[src/msf_pkg.sv]
// shared constants for the module status and flag supervisor
package msf_pkg;

  // clock rate and the time limits that shape counters
  localparam int CLK_MHZ            = 100;
  localparam int MGMT_INIT_MAX_MS   = 2000;
  localparam int MGMT_INIT_CYCLES   = MGMT_INIT_MAX_MS * 1000 * CLK_MHZ;
  localparam int RESET_MIN_US       = 10;
  localparam int RESET_MIN_CYCLES   = RESET_MIN_US * CLK_MHZ;
  localparam int INIT_CNT_W         = 28;
  localparam int RST_CNT_W          = 11;

  // axi4-lite geometry and responses
  localparam int ADDR_W             = 8;
  localparam int DATA_W             = 32;
  localparam logic [1:0] RESP_OKAY   = 2'h0;
  localparam logic [1:0] RESP_SLVERR = 2'h2;
  localparam logic [1:0] RESP_DECERR = 2'h3;

  // register byte addresses
  localparam logic [ADDR_W-1:0] OFS_FLAGS  = 8'h00;
  localparam logic [ADDR_W-1:0] OFS_MASK   = 8'h04;
  localparam logic [ADDR_W-1:0] OFS_CTRL   = 8'h08;
  localparam logic [ADDR_W-1:0] OFS_STATUS = 8'h0c;

  // flag layout: rx los, tx fault, tx los, then auxiliary conditions
  localparam int NUM_AUX     = 4;
  localparam int NUM_FLAGS   = 3 + NUM_AUX;
  localparam int FL_RX_LOS   = 0;
  localparam int FL_TX_FAULT = 1;
  localparam int FL_TX_LOS   = 2;
  localparam logic [NUM_FLAGS-1:0] MASK_RESET = 7'h00;

  // control bits
  localparam int CTRL_W       = 3;
  localparam int CT_TX_DIS    = 0;
  localparam int CT_FAST_MODE = 1;
  localparam int CT_RX_DIS    = 2;
  localparam logic [CTRL_W-1:0] CTRL_RESET = 3'h0;

  // status layout above the live conditions
  localparam int ST_INIT = NUM_FLAGS;
  localparam int ST_IRQ  = NUM_FLAGS + 1;
  localparam int ST_LOS  = NUM_FLAGS + 2;

  // receive power in tenths of dbm, hysteresis thresholds
  localparam int PWR_W = 16;
  localparam logic signed [PWR_W-1:0] LOS_ASSERT_LVL   = 16'hffb0;
  localparam logic signed [PWR_W-1:0] LOS_DEASSERT_LVL = 16'hffba;

endpackage : msf_pkg

[src/msf_sync.sv]
// two flip-flop synchroniser, one chain per bit
`timescale 1ns/100ps
`default_nettype none
module msf_sync #(
  parameter int W = 1
) (
  input  wire logic         aclk,
  input  wire logic         aresetn,
  input  wire logic [W-1:0] async_in,
  output var  logic [W-1:0] sync_out
);
  logic [W-1:0] meta_reg;

  // first stage feeds only the second stage
  genvar i;
  generate
    for (i = 0; i < W; i++) begin : g_bit
      always_ff @(posedge aclk) begin
        if (!aresetn) begin
          meta_reg[i] <= 1'b0;
          sync_out[i] <= 1'b0;
        end else begin
          meta_reg[i] <= async_in[i];
          sync_out[i] <= meta_reg[i];
        end
      end
    end
  endgenerate
endmodule : msf_sync
`default_nettype wire

[src/msf_los_detect.sv]
// receive loss of signal with hysteresis on average power
`timescale 1ns/100ps
`default_nettype none
module msf_los_detect (
  input  wire logic                            aclk,
  input  wire logic                            rst_n,
  input  wire logic signed [msf_pkg::PWR_W-1:0] rx_power,
  output var  logic                            los_reg
);
  import msf_pkg::*;

  // the gap between levels keeps a noisy input from chattering
  always_ff @(posedge aclk) begin
    if (!rst_n) begin
      los_reg <= 1'b0;
    end else if (!los_reg && rx_power <= LOS_ASSERT_LVL) begin
      los_reg <= 1'b1;
    end else if (los_reg && rx_power >= LOS_DEASSERT_LVL) begin
      los_reg <= 1'b0;
    end
  end
endmodule : msf_los_detect
`default_nettype wire

[src/msf_supervisor.sv]
// status, flag, interrupt, squelch and disable supervisor with axi4-lite registers
//
// The register offsets and the AXI4-Lite interface to the registers are this design's own decisions.
`timescale 1ns/100ps
`default_nettype none
module msf_supervisor #(
  parameter int INIT_CYCLES = msf_pkg::MGMT_INIT_CYCLES
) (
  input  wire logic                             aclk,
  input  wire logic                             aresetn,
  input  wire logic [msf_pkg::ADDR_W-1:0]       s_axi_awaddr,
  input  wire logic                             s_axi_awvalid,
  output var  logic                             s_axi_awready,
  input  wire logic [msf_pkg::DATA_W-1:0]       s_axi_wdata,
  input  wire logic [3:0]                       s_axi_wstrb,
  input  wire logic                             s_axi_wvalid,
  output var  logic                             s_axi_wready,
  output var  logic [1:0]                       s_axi_bresp,
  output var  logic                             s_axi_bvalid,
  input  wire logic                             s_axi_bready,
  input  wire logic [msf_pkg::ADDR_W-1:0]       s_axi_araddr,
  input  wire logic                             s_axi_arvalid,
  output var  logic                             s_axi_arready,
  output var  logic [msf_pkg::DATA_W-1:0]       s_axi_rdata,
  output var  logic [1:0]                       s_axi_rresp,
  output var  logic                             s_axi_rvalid,
  input  wire logic                             s_axi_rready,
  input  wire logic                             module_reset_n,
  input  wire logic signed [msf_pkg::PWR_W-1:0] rx_power,
  input  wire logic                             tx_fault_in,
  input  wire logic                             tx_los_in,
  input  wire logic                             tx_disable_pin,
  input  wire logic [msf_pkg::NUM_AUX-1:0]      aux_cond_in,
  output var  logic                             module_interrupt_n,
  output var  logic                             management_init_window,
  output var  logic                             rx_los_out,
  output var  logic                             rx_output_enable,
  output var  logic                             tx_output_enable,
  output var  logic                             tx_squelch
);
  import msf_pkg::*;

  localparam int PIN_W = 4 + NUM_AUX;

  //////////////////////////////////////////////////////////////////////////////
  // pin synchronisation and loss detection

  logic [PIN_W-1:0]         pin_s;
  logic signed [PWR_W-1:0]  pwr_s;
  logic                     rst_n;
  logic                     rx_los_s;

  msf_sync #(.W(PIN_W)) u_pin_sync (
    .aclk     (aclk),
    .aresetn  (aresetn),
    .async_in ({aux_cond_in, tx_disable_pin, tx_los_in, tx_fault_in, module_reset_n}),
    .sync_out (pin_s)
  );

  // power word may straddle a change for one sample; hysteresis absorbs it
  msf_sync #(.W(PWR_W)) u_pwr_sync (
    .aclk     (aclk),
    .aresetn  (aresetn),
    .async_in (rx_power),
    .sync_out (pwr_s)
  );

  msf_los_detect u_los (
    .aclk     (aclk),
    .rst_n    (rst_n),
    .rx_power (pwr_s),
    .los_reg  (rx_los_s)
  );

  logic                 mreset_n_s;
  logic                 tx_fault_s;
  logic                 tx_los_s;
  logic                 tx_dis_pin_s;
  logic [NUM_AUX-1:0]   aux_s;

  assign mreset_n_s   = pin_s[0];
  assign tx_fault_s   = pin_s[1];
  assign tx_los_s     = pin_s[2];
  assign tx_dis_pin_s = pin_s[3];
  assign aux_s        = pin_s[PIN_W-1:4];

  //////////////////////////////////////////////////////////////////////////////
  // module reset pin filter and init window

  logic [RST_CNT_W-1:0]  rst_cnt_reg;
  logic                  mod_rst_reg;
  logic [INIT_CNT_W-1:0] init_cnt_reg;
  logic                  init_busy_reg;

  // short glitches on the pin are ignored; a long enough low resets
  always_ff @(posedge aclk) begin
    if (!aresetn) begin
      rst_cnt_reg <= '0;
      mod_rst_reg <= 1'b0;
    end else if (mreset_n_s) begin
      rst_cnt_reg <= '0;
      mod_rst_reg <= 1'b0;
    end else begin
      if (rst_cnt_reg != RST_CNT_W'(RESET_MIN_CYCLES))
        rst_cnt_reg <= rst_cnt_reg + 1'b1;
      if (rst_cnt_reg >= RST_CNT_W'(RESET_MIN_CYCLES - 1))
        mod_rst_reg <= 1'b1;
    end
  end

  assign rst_n = aresetn & ~mod_rst_reg;

  // window reopens on power-on reset and once the reset pin has stayed low long enough; its count starts when the pin rises
  always_ff @(posedge aclk) begin
    if (!rst_n) begin
      init_cnt_reg  <= '0;
      init_busy_reg <= 1'b1;
    end else if (init_busy_reg) begin
      if (init_cnt_reg == INIT_CNT_W'(INIT_CYCLES - 1))
        init_busy_reg <= 1'b0;
      else
        init_cnt_reg <= init_cnt_reg + 1'b1;
    end
  end

  //////////////////////////////////////////////////////////////////////////////
  // axi4-lite write channel

  logic                aw_full_reg;
  logic [ADDR_W-1:0]   aw_addr_reg;
  logic                w_full_reg;
  logic [CTRL_W+3:0]   w_data_reg;
  logic                w_strb_reg;
  logic                aw_take;
  logic                w_take;
  logic                wr_fire;
  logic                wr_ok;

  assign aw_take = s_axi_awvalid & s_axi_awready;
  assign w_take  = s_axi_wvalid & s_axi_wready;
  assign wr_fire = aw_full_reg & w_full_reg & ~s_axi_bvalid;
  assign wr_ok   = wr_fire & ~init_busy_reg & w_strb_reg;

  // address and data land in either order; response once both held
  always_ff @(posedge aclk) begin
    if (!aresetn) begin
      aw_full_reg   <= 1'b0;
      w_full_reg    <= 1'b0;
      aw_addr_reg   <= '0;
      w_data_reg    <= '0;
      w_strb_reg    <= 1'b0;
      s_axi_awready <= 1'b1;
      s_axi_wready  <= 1'b1;
      s_axi_bvalid  <= 1'b0;
      s_axi_bresp   <= RESP_OKAY;
    end else begin
      if (aw_take) begin
        aw_full_reg   <= 1'b1;
        aw_addr_reg   <= s_axi_awaddr;
        s_axi_awready <= 1'b0;
      end
      if (w_take) begin
        w_full_reg   <= 1'b1;
        w_data_reg   <= s_axi_wdata[CTRL_W+3:0];
        w_strb_reg   <= s_axi_wstrb[0];
        s_axi_wready <= 1'b0;
      end
      if (wr_fire) begin
        aw_full_reg  <= 1'b0;
        w_full_reg   <= 1'b0;
        s_axi_bvalid <= 1'b1;
        if (aw_addr_reg != OFS_FLAGS && aw_addr_reg != OFS_MASK &&
            aw_addr_reg != OFS_CTRL && aw_addr_reg != OFS_STATUS)
          s_axi_bresp <= RESP_DECERR;
        else if (init_busy_reg)
          s_axi_bresp <= RESP_SLVERR;
        else
          s_axi_bresp <= RESP_OKAY;
      end
      if (s_axi_bvalid && s_axi_bready) begin
        s_axi_bvalid  <= 1'b0;
        s_axi_awready <= 1'b1;
        s_axi_wready  <= 1'b1;
      end
    end
  end

  //////////////////////////////////////////////////////////////////////////////
  // mask and control registers

  logic [NUM_FLAGS-1:0] mask_reg;
  logic [CTRL_W-1:0]    ctrl_reg;

  // only the low byte holds bits; other lanes are ignored
  always_ff @(posedge aclk) begin
    if (!rst_n) begin
      mask_reg <= MASK_RESET;
      ctrl_reg <= CTRL_RESET;
    end else if (wr_ok) begin
      if (aw_addr_reg == OFS_MASK)
        mask_reg <= w_data_reg[NUM_FLAGS-1:0];
      if (aw_addr_reg == OFS_CTRL)
        ctrl_reg <= w_data_reg[CTRL_W-1:0];
    end
  end

  //////////////////////////////////////////////////////////////////////////////
  // flags, read channel and clear on read

  logic [NUM_FLAGS-1:0] cond;
  logic [NUM_FLAGS-1:0] cond_prev_reg;
  logic [NUM_FLAGS-1:0] flags_reg;
  logic [NUM_FLAGS-1:0] flag_set;
  logic [NUM_FLAGS-1:0] flag_clr;
  logic                 ar_take;
  logic                 rd_hit;
  logic [DATA_W-1:0]    rd_data;
  logic [1:0]           rd_resp;

  assign cond     = {aux_s, tx_los_s, tx_fault_s, rx_los_s};
  assign flag_set = cond & ~cond_prev_reg;
  assign ar_take  = s_axi_arvalid & s_axi_arready;
  assign rd_hit   = ar_take & ~init_busy_reg & (s_axi_araddr == OFS_FLAGS);
  assign flag_clr = rd_hit ? flags_reg : '0;

  // read mux; status shows live state
  always_comb begin
    rd_data = '0;
    rd_resp = init_busy_reg ? RESP_SLVERR : RESP_OKAY;
    unique case (s_axi_araddr)
      OFS_FLAGS:  rd_data[NUM_FLAGS-1:0] = flags_reg;
      OFS_MASK:   rd_data[NUM_FLAGS-1:0] = mask_reg;
      OFS_CTRL:   rd_data[CTRL_W-1:0]    = ctrl_reg;
      OFS_STATUS: begin
        rd_data[NUM_FLAGS-1:0] = cond;
        rd_data[ST_INIT]       = init_busy_reg;
        rd_data[ST_IRQ]        = ~module_interrupt_n;
        rd_data[ST_LOS]        = rx_los_out;
      end
      default:    rd_resp = RESP_DECERR;
    endcase
    if (init_busy_reg)
      rd_data = '0;
  end

  // a new event in the clearing cycle survives: set wins
  always_ff @(posedge aclk) begin
    if (!rst_n) begin
      flags_reg     <= '0;
      cond_prev_reg <= '0;
    end else begin
      cond_prev_reg <= cond;
      flags_reg     <= (flags_reg & ~flag_clr) | flag_set;
    end
  end

  // one read at a time; address ready again after the data is taken
  always_ff @(posedge aclk) begin
    if (!aresetn) begin
      s_axi_arready <= 1'b1;
      s_axi_rvalid  <= 1'b0;
      s_axi_rdata   <= '0;
      s_axi_rresp   <= RESP_OKAY;
    end else if (ar_take) begin
      s_axi_arready <= 1'b0;
      s_axi_rvalid  <= 1'b1;
      s_axi_rdata   <= rd_data;
      s_axi_rresp   <= rd_resp;
    end else if (s_axi_rvalid && s_axi_rready) begin
      s_axi_rvalid  <= 1'b0;
      s_axi_arready <= 1'b1;
    end
  end

  //////////////////////////////////////////////////////////////////////////////
  // interrupt, squelch and disable outputs

  // interrupt low while any unmasked flag stays latched
  always_ff @(posedge aclk) begin
    if (!rst_n) begin
      module_interrupt_n <= 1'b1;
    end else begin
      module_interrupt_n <= ~|(flags_reg & ~mask_reg);
    end
  end

  // both disable modes act in a cycle, well inside either limit
  always_ff @(posedge aclk) begin
    if (!rst_n) begin
      management_init_window <= 1'b1;
      rx_los_out             <= 1'b0;
      rx_output_enable       <= 1'b0;
      tx_squelch             <= 1'b0;
      tx_output_enable       <= 1'b0;
    end else begin
      management_init_window <= init_busy_reg;
      rx_los_out             <= rx_los_s;
      rx_output_enable       <= ~rx_los_s & ~ctrl_reg[CT_RX_DIS];
      tx_squelch             <= tx_los_s;
      tx_output_enable       <= ~tx_los_s & ~ctrl_reg[CT_TX_DIS] & ~tx_dis_pin_s;
    end
  end

endmodule : msf_supervisor
`default_nettype wire

[config.mk]
export PLATFORM = sky130hd
export DESIGN_NAME = msf_supervisor
export DESIGN_NICKNAME = d
export VERILOG_FILES = /design/src/msf_pkg.sv /design/src/msf_sync.sv /design/src/msf_los_detect.sv /design/src/msf_supervisor.sv
export SDC_FILE = /design/constraint.sdc
export NUM_CORES = 1
export LEC_CHECK = 0
export BUFFER_PORTS_ARGS = -buffer_cell sky130_fd_sc_hd__buf_4
export CAP_MARGIN = 20
export CELL_PAD_IN_SITES_DETAIL_PLACEMENT = 1
export CELL_PAD_IN_SITES_GLOBAL_PLACEMENT = 1
export CORE_ASPECT_RATIO = 0.5
export CORE_MARGIN = 4
export CORE_UTILIZATION = 43
export DETAILED_ROUTE_END_ITERATION = 8
export PLACE_DENSITY_LB_ADDON = 0.3
export SYNTH_ARGS = -nofsm -noshare
export SYNTH_HDL_FRONTEND = slang
export SYNTH_SLANG_ARGS = --single-unit
[constraint.sdc]
create_clock -name aclk -period 5.25 [get_ports aclk]
set_clock_uncertainty 0.15 [all_clocks]
set_input_delay 1.3125 -clock aclk [delete_from_list [all_inputs] [get_ports aclk]]
set_output_delay 1.3125 -clock aclk [all_outputs]
set_load 0.005 [all_outputs]
# Yosys cells after proc, flatten, opt, wreduce, memory -nomap -nowiden
# Index checks and enable logic that the tools add are counted.
[classes]
add_sub_neg = 2
order_cmp = 3
eq_ne = 10
n_mux = 16
bitwise = 31
reduce_logical = 21
[op_table]
columns = ["cell", "count"]
rows = [
  ["$add 28x1->28 const B", 1],
  ["$eq 28x28->1 const B", 1],
  ["$eq 8x4->1 const B", 3],
  ["$and 7x7->7", 3],
  ["$not 7->7", 3],
  ["$eq 8x3->1 const B", 2],
  ["$ge 16x8->1 const B", 1],
  ["$le 16x8->1 const B", 1],
  ["$ne 8x4->1 const B", 2],
  ["$and 1x1->1", 13],
  ["$pmux 3 s4", 1],
  ["$pmux 4 s3", 1],
  ["$add 11x1->11 const B", 1],
  ["$ge 11x10->1 const B", 1],
  ["$ne 11x10->1 const B", 1],
  ["$not 1->1", 11],
  ["$mux 10", 1],
  ["$logic_not 8->1", 1],
  ["$mux 1", 8],
  ["$ne 8x3->1 const B", 1],
  ["$reduce_bool 8->1", 1],
  ["$logic_and 1x1->1", 7],
  ["$mux 7", 1],
  ["$or 7x7->7", 1],
  ["8 further kinds", 16],
]
[word_totals]
reg_bits = 179
in_bits = 83
output_inout_bits = 47

# Depth between registers and ports, before layout
[logic_depth]
depth_word = 7
ltp_mapped = 8

# Hierarchy
# A second synthesis with hierarchy kept.
[unflattened]
cells_unflattened = 650
area_unflattened_um2 = 5984.5
[modules_own_cells]
columns = ["mod", "instances", "cells_per_inst", "area_each_um2", "seq_area_each_um2"]
rows = [
  ["msf_supervisor", 1, 532, 4490.6, 2102.0],
  ["msf_sync (u_pwr_sync)", 1, 67, 895.9, 640.6],
  ["msf_sync (u_pin_sync)", 1, 33, 446.7, 320.3],
  ["msf_los_detect", 1, 18, 151.4, 20.0],
]

# Least setup slack after synthesis
# OpenSTA, ideal clock, no wires.
[synth_path]
path_kind = "input port to flip-flop"
startpoint = "input port s_axi_araddr[5] in the netlist's numbering"
endpoint = "register flags_reg[0]"
setup_time_ps = 122
arrival_ps = 2451
t_required_ps = 4978
path_slack_ps = 2526
path_stages = 6
path_buffers = 1
cell_sequence = "nor4_1 -> and4b_1 -> clkbuf_1 -> a21oi_1 -> nand2_1 -> o21ai_0"
[synth_between]
elab_chain_len = 6
[synth_lines]
columns = ["element", "line", "text"]
rows = [
  ["start, declared", "msf_supervisor.sv:21", "input wire logic [msf_pkg::ADDR_W-1:0] s_axi_araddr,"],
  ["$logic_not 8->1", "msf_supervisor.sv:223", "assign rd_hit = ar_take & ~init_busy_reg & (s_axi_araddr == OFS_FLAGS);"],
  ["$and 1x1->1", "msf_supervisor.sv:223", ""],
  ["$mux 7", "msf_supervisor.sv:224", "assign flag_clr = rd_hit ? flags_reg : '0;"],
  ["$not 7->7", "msf_supervisor.sv:253", "flags_reg <= (flags_reg & ~flag_clr) | flag_set;"],
  ["$and 7x7->7", "msf_supervisor.sv:253", ""],
  ["$or 7x7->7", "msf_supervisor.sv:253", ""],
  ["end signal, assigned", "msf_supervisor.sv:253", ""],
  ["end, declared", "msf_supervisor.sv:212", "logic [NUM_FLAGS-1:0] flags_reg;"],
]
# Every way passes these cells.
# A chain may end at the register's enable or synchronous reset.

# Worst setup path after layout
[layout_path]
startpoint = "input port aresetn"
endpoint = "register flags_reg[5]"
[layout_between]
elab_chain_len = 1
[layout_lines]
columns = ["element", "line", "text"]
rows = [
  ["start, declared", "msf_supervisor.sv:10", "input wire logic aresetn,"],
  ["$and 1x1->1", "msf_supervisor.sv:111", "assign rst_n = aresetn & ~mod_rst_reg;"],
]
# Every way passes these cells.

==> run_results.csv <==
group,metric,value,unit
status,status,"completed",
cts,cts_max_level,4,
routing,drc,0,
hold_path,hold_path_class,"flop to flop",
grt,grt_util_all_layers,18.4,%
critical_path,cp_max_fo,54,
power_and_ir_drop,p_clk_share,47.3,%
cells_and_area,syn2layout_area_growth,20.7,%
die,core,13000,µm²
timing,drv_slew,0,
synthesis,ys_seq_area_share,52.3,%
die,initial_core_util,45.3,%
synthesis,netlist_area,5900,µm²
timing,fin_crit_sh,59.7,%
critical_path,path_cells,"buf_4 -> nand2b_1 -> a21oi_1 -> nand2_1 -> o21ai_0",
power_and_ir_drop,sw_frac_of_total,26.3,%
synthesis,synthMuxAreaShare,1.99,%
grt,grt_pass1_vias,4867,
critical_path,slowest_delay,770,ps
grt,overflow,0,
grt,grt_pass1_wl,23.7,mm
synthesis,synthAdderAreaFrac,0.637,%
cts,cts_tree,"built",
critical_path,r2r_cells,7,
routing,routed_via_density,5.15,
synthesis,synth_top_family_by_area,"simple AND/OR/NAND/NOR gates",
synthesis,avgSynthCellArea,9.11,µm²
synthesis,yosys.area.top_type,"dfxtp_1",
cts,cts_buffer_depth,2,
critical_path,path_buf_inv,1,
cells_and_area,stdcell_count,901,
timing,hold_viol_final,0,
power_and_ir_drop,cellPowerDensity,367,nW/µm²
synthesis,synthesis.instances,647,
placement,io_buffers,78,
power_and_ir_drop,internal_power,1920,µW
cts,clock_sink_count,154,
timing,finalSetupTns,0,ps
cts,clock_latency,420,ps
critical_path,worstPathRequired,5440,ps
die,die-area,15800,µm²
cells_and_area,drive_gt1_share,17.4,%
synthesis,synth-edff-count,0,
cells_and_area,ff_latch_area,3080,µm²
cts,path_clk_slew,70,ps
power_and_ir_drop,ir_worst_vdd,0.212,mV
synthesis,synth-simple-area-share,24.9,%
synthesis,synth_cell_types,49,
cells_and_area,utilization,54.6,%
critical_path,critPathSlowestCell,"a21oi_1",
timing,fin_crit,3140,ps
critical_path,setup.worst_path.class,"input pin to flop",
power_and_ir_drop,p_switching,685,µW
die,die_x,174,µm
critical_path,arrival,3330,ps
die,die_y,90.8,µm
cells_and_area,nets,804,
routing,dr.pass1.iters,4,
routing,drt-initial-drc-count,220,
synthesis,yosys_warnings,0,
routing,vias,4638,
grt,grt_max_degree,55,
critical_path,cp-endpoint,"flags_reg[5]$_SDFF_PN0_",
critical_path,cp-startpoint,"aresetn",
power_and_ir_drop,p_leak,0.00289,µW
synthesis,async_reset_ff_share,0,%
critical_path,reg2reg_from,"init_cnt_reg[0]$_SDFFE_PN0P_",
synthesis,synth_xor_area_share,2.95,%
cells_and_area,largest_reg_flops,28,
critical_path,reg2reg_setup_slack,2910,ps
power_and_ir_drop,p_comb_share,5.4,%
placement,globalplace.congestion,0.770,
die,rows,29,
timing,tightest_slew,987,ps
timing,holdWs,262,ps
critical_path,rr_endpoint,"init_cnt_reg[10]$_SDFFE_PN0P_",
placement,numPlacedInstances,869,
cts,post_cts_resized,0,
placement,dpl.hpwl,9.37,mm
critical_path,start_kind,"input pin",
cts,post-cts-setup-buffer-count,0,
synthesis,synth_compound_gate_area_share,10.5,%
routing,wl,13.9,mm
critical_path,cp-end-kind,"flop",
cts,cts-buffers-inserted,17,
synthesis,synth_seq_cells,154,
timing,finalSetupViolCount,0,
cells_and_area,multi_input_area,2510,µm²
run,drv_cap,0,
cells_and_area,fillers,1516,
timing,max-slew-margin-rel,34.2,%
power_and_ir_drop,finalPower,2610,µW
critical_path,path_delay_family,"compound AO/OA/AOI/OAI gates",
synthesis,synth_top_area_share,52.3,%
grt,grt_antenna_before_repair,0,
routing,wl_per_cell,15.5,µm
critical_path,path_depth,5,
synthesis,synth-main-ff-cell,"dfxtp_1",
power_and_ir_drop,pwr-share-seq,47.3,%
timing,max_freq,319,MHz
die,io-pin-count,130,
cells_and_area,antenna_cells,0,
synthesis,ys_top_cells_by_area,"dfxtp_1, and2_1, nand2_1, nand3_1, a21oi_1",
cts,root_buffer,"clkbuf_16",
cts,cts_hold_buffers,0,
timing,rsz0062_at_grt,"false",
routing,antenna_left,0,
-- how the worst min path moves through the flow --
stage / from / endpoint / slack, ps / depth (start not counted)
after detailed placement: u_pin_sync.sync_out[3]$_SDFF_PN0_ / tx_output_enable$_SDFF_PN0_ / 260 / 1
after floorplan: u_pin_sync.sync_out[3]$_SDFF_PN0_ / tx_output_enable$_SDFF_PN0_ / 220 / 1
after CTS: u_pin_sync.sync_out[3]$_SDFF_PN0_ / tx_output_enable$_SDFF_PN0_ / 270 / 1
after global routing: u_pin_sync.sync_out[3]$_SDFF_PN0_ / tx_output_enable$_SDFF_PN0_ / 280 / 1
final: u_pin_sync.sync_out[3]$_SDFF_PN0_ / tx_output_enable$_SDFF_PN0_ / 260 / 1
after global placement: cond_prev_reg[3]$_SDFF_PN0_ / flags_reg[3]$_SDFF_PN0_ / 250 / 1
-- cell families (layout without fill, tap and decap cells) --
group,after synthesis,count (layout)
simple gates,283,283
flops,154,154
compound gates,105,105
buf+inv,74,136
xor+xnor,19,19
mux,8,8
fa+ha+maj,3,3
other cells,1,23
-- layer usage --
| layer | part of all wire, % | vias up | wire, µm | GRT usage (%) |
|---|---|---|---|---|
| met5 | 0 | - | 0 | 0 |
| met4 | 1.3 | 0 | 185 | 6.71 |
| met3 | 3.5 | 22 | 490 | 4.06 |
| met2 | 50 | 77 | 6920 | 32.5 |
| met1 | 46 | 2224 | 6350 | 22.2 |
| li1 | - | 2315 | - | - |
-- cells in the final DEF, fill, tap and decap left out, drive strengths merged, types with 17 or more instances in the layout --
| master | count |
|---|---|
| buf | 82 |
| and2 | 52 |
| inv | 29 |
| nand2 | 75 |
| a21oi | 46 |
| dfxtp | 154 |
| clkbuf | 17 |
| nand3 | 45 |
| o21ai | 37 |
| conb | 23 |
| nor2 | 39 |
-- through the flow --
stage	setup WS [ps]	cell area (µm²)
floorplan	2530	5980
global placement	1870	6500
detailed placement	1750	6500
CTS	2170	7110
global route	1900	7110
finish	2110	7110
-- synthesized netlist by cell type (all sizes together) (4+ instances only) --
cell type / n
and2: 52
and3: 8
nand3: 45
and4: 4
or3: 9
nand4: 7
a21oi: 46
a22oi: 4
dfxtp: 154
nor2: 39
inv: 22
o31ai: 7
clkbuf: 26
xor2: 8
buf: 26
mux2i: 5
nor4: 8
or4: 9
o21ai: 37
xnor2: 11
nand2b: 5
nand2: 75
nor3: 9
-- worst register-to-register path: cells and delay by family, from the launching register on --
family / cells / cell delay, ps
AO/OA/AOI/OAI: 2 / 510
AND/OR/NAND/NOR: 3 / 490
adder cells (fa/ha/maj): 1 / 260
buffers and inverters: 1 / 340
flip-flops: 1 / 420
-- cell type report --
| type | count | area share (%) |
|---|---|---|
| Clock inverter | 15 | 2.66 |
| Sequential cell | 154 | 43.3 |
| Timing Repair Buffer | 82 | 8.65 |
| Multi-Input combinational cell | 441 | 35.2 |
| Clock buffer | 17 | 5.98 |
| Tap cell | 170 | 2.99 |
| Inverter | 22 | 1.16 |
-- power by group through the flow --
stage	Clock (µW)	Sequential [µW]	Combinational (µW)
floorplan	0	1250	90.6
global placement	0	1260	133
detailed placement	0	1260	139
CTS	1260	1230	141
global route	1310	1240	159
finish	1240	1230	140
No activity file was read; power rests on OpenSTA's default activity.
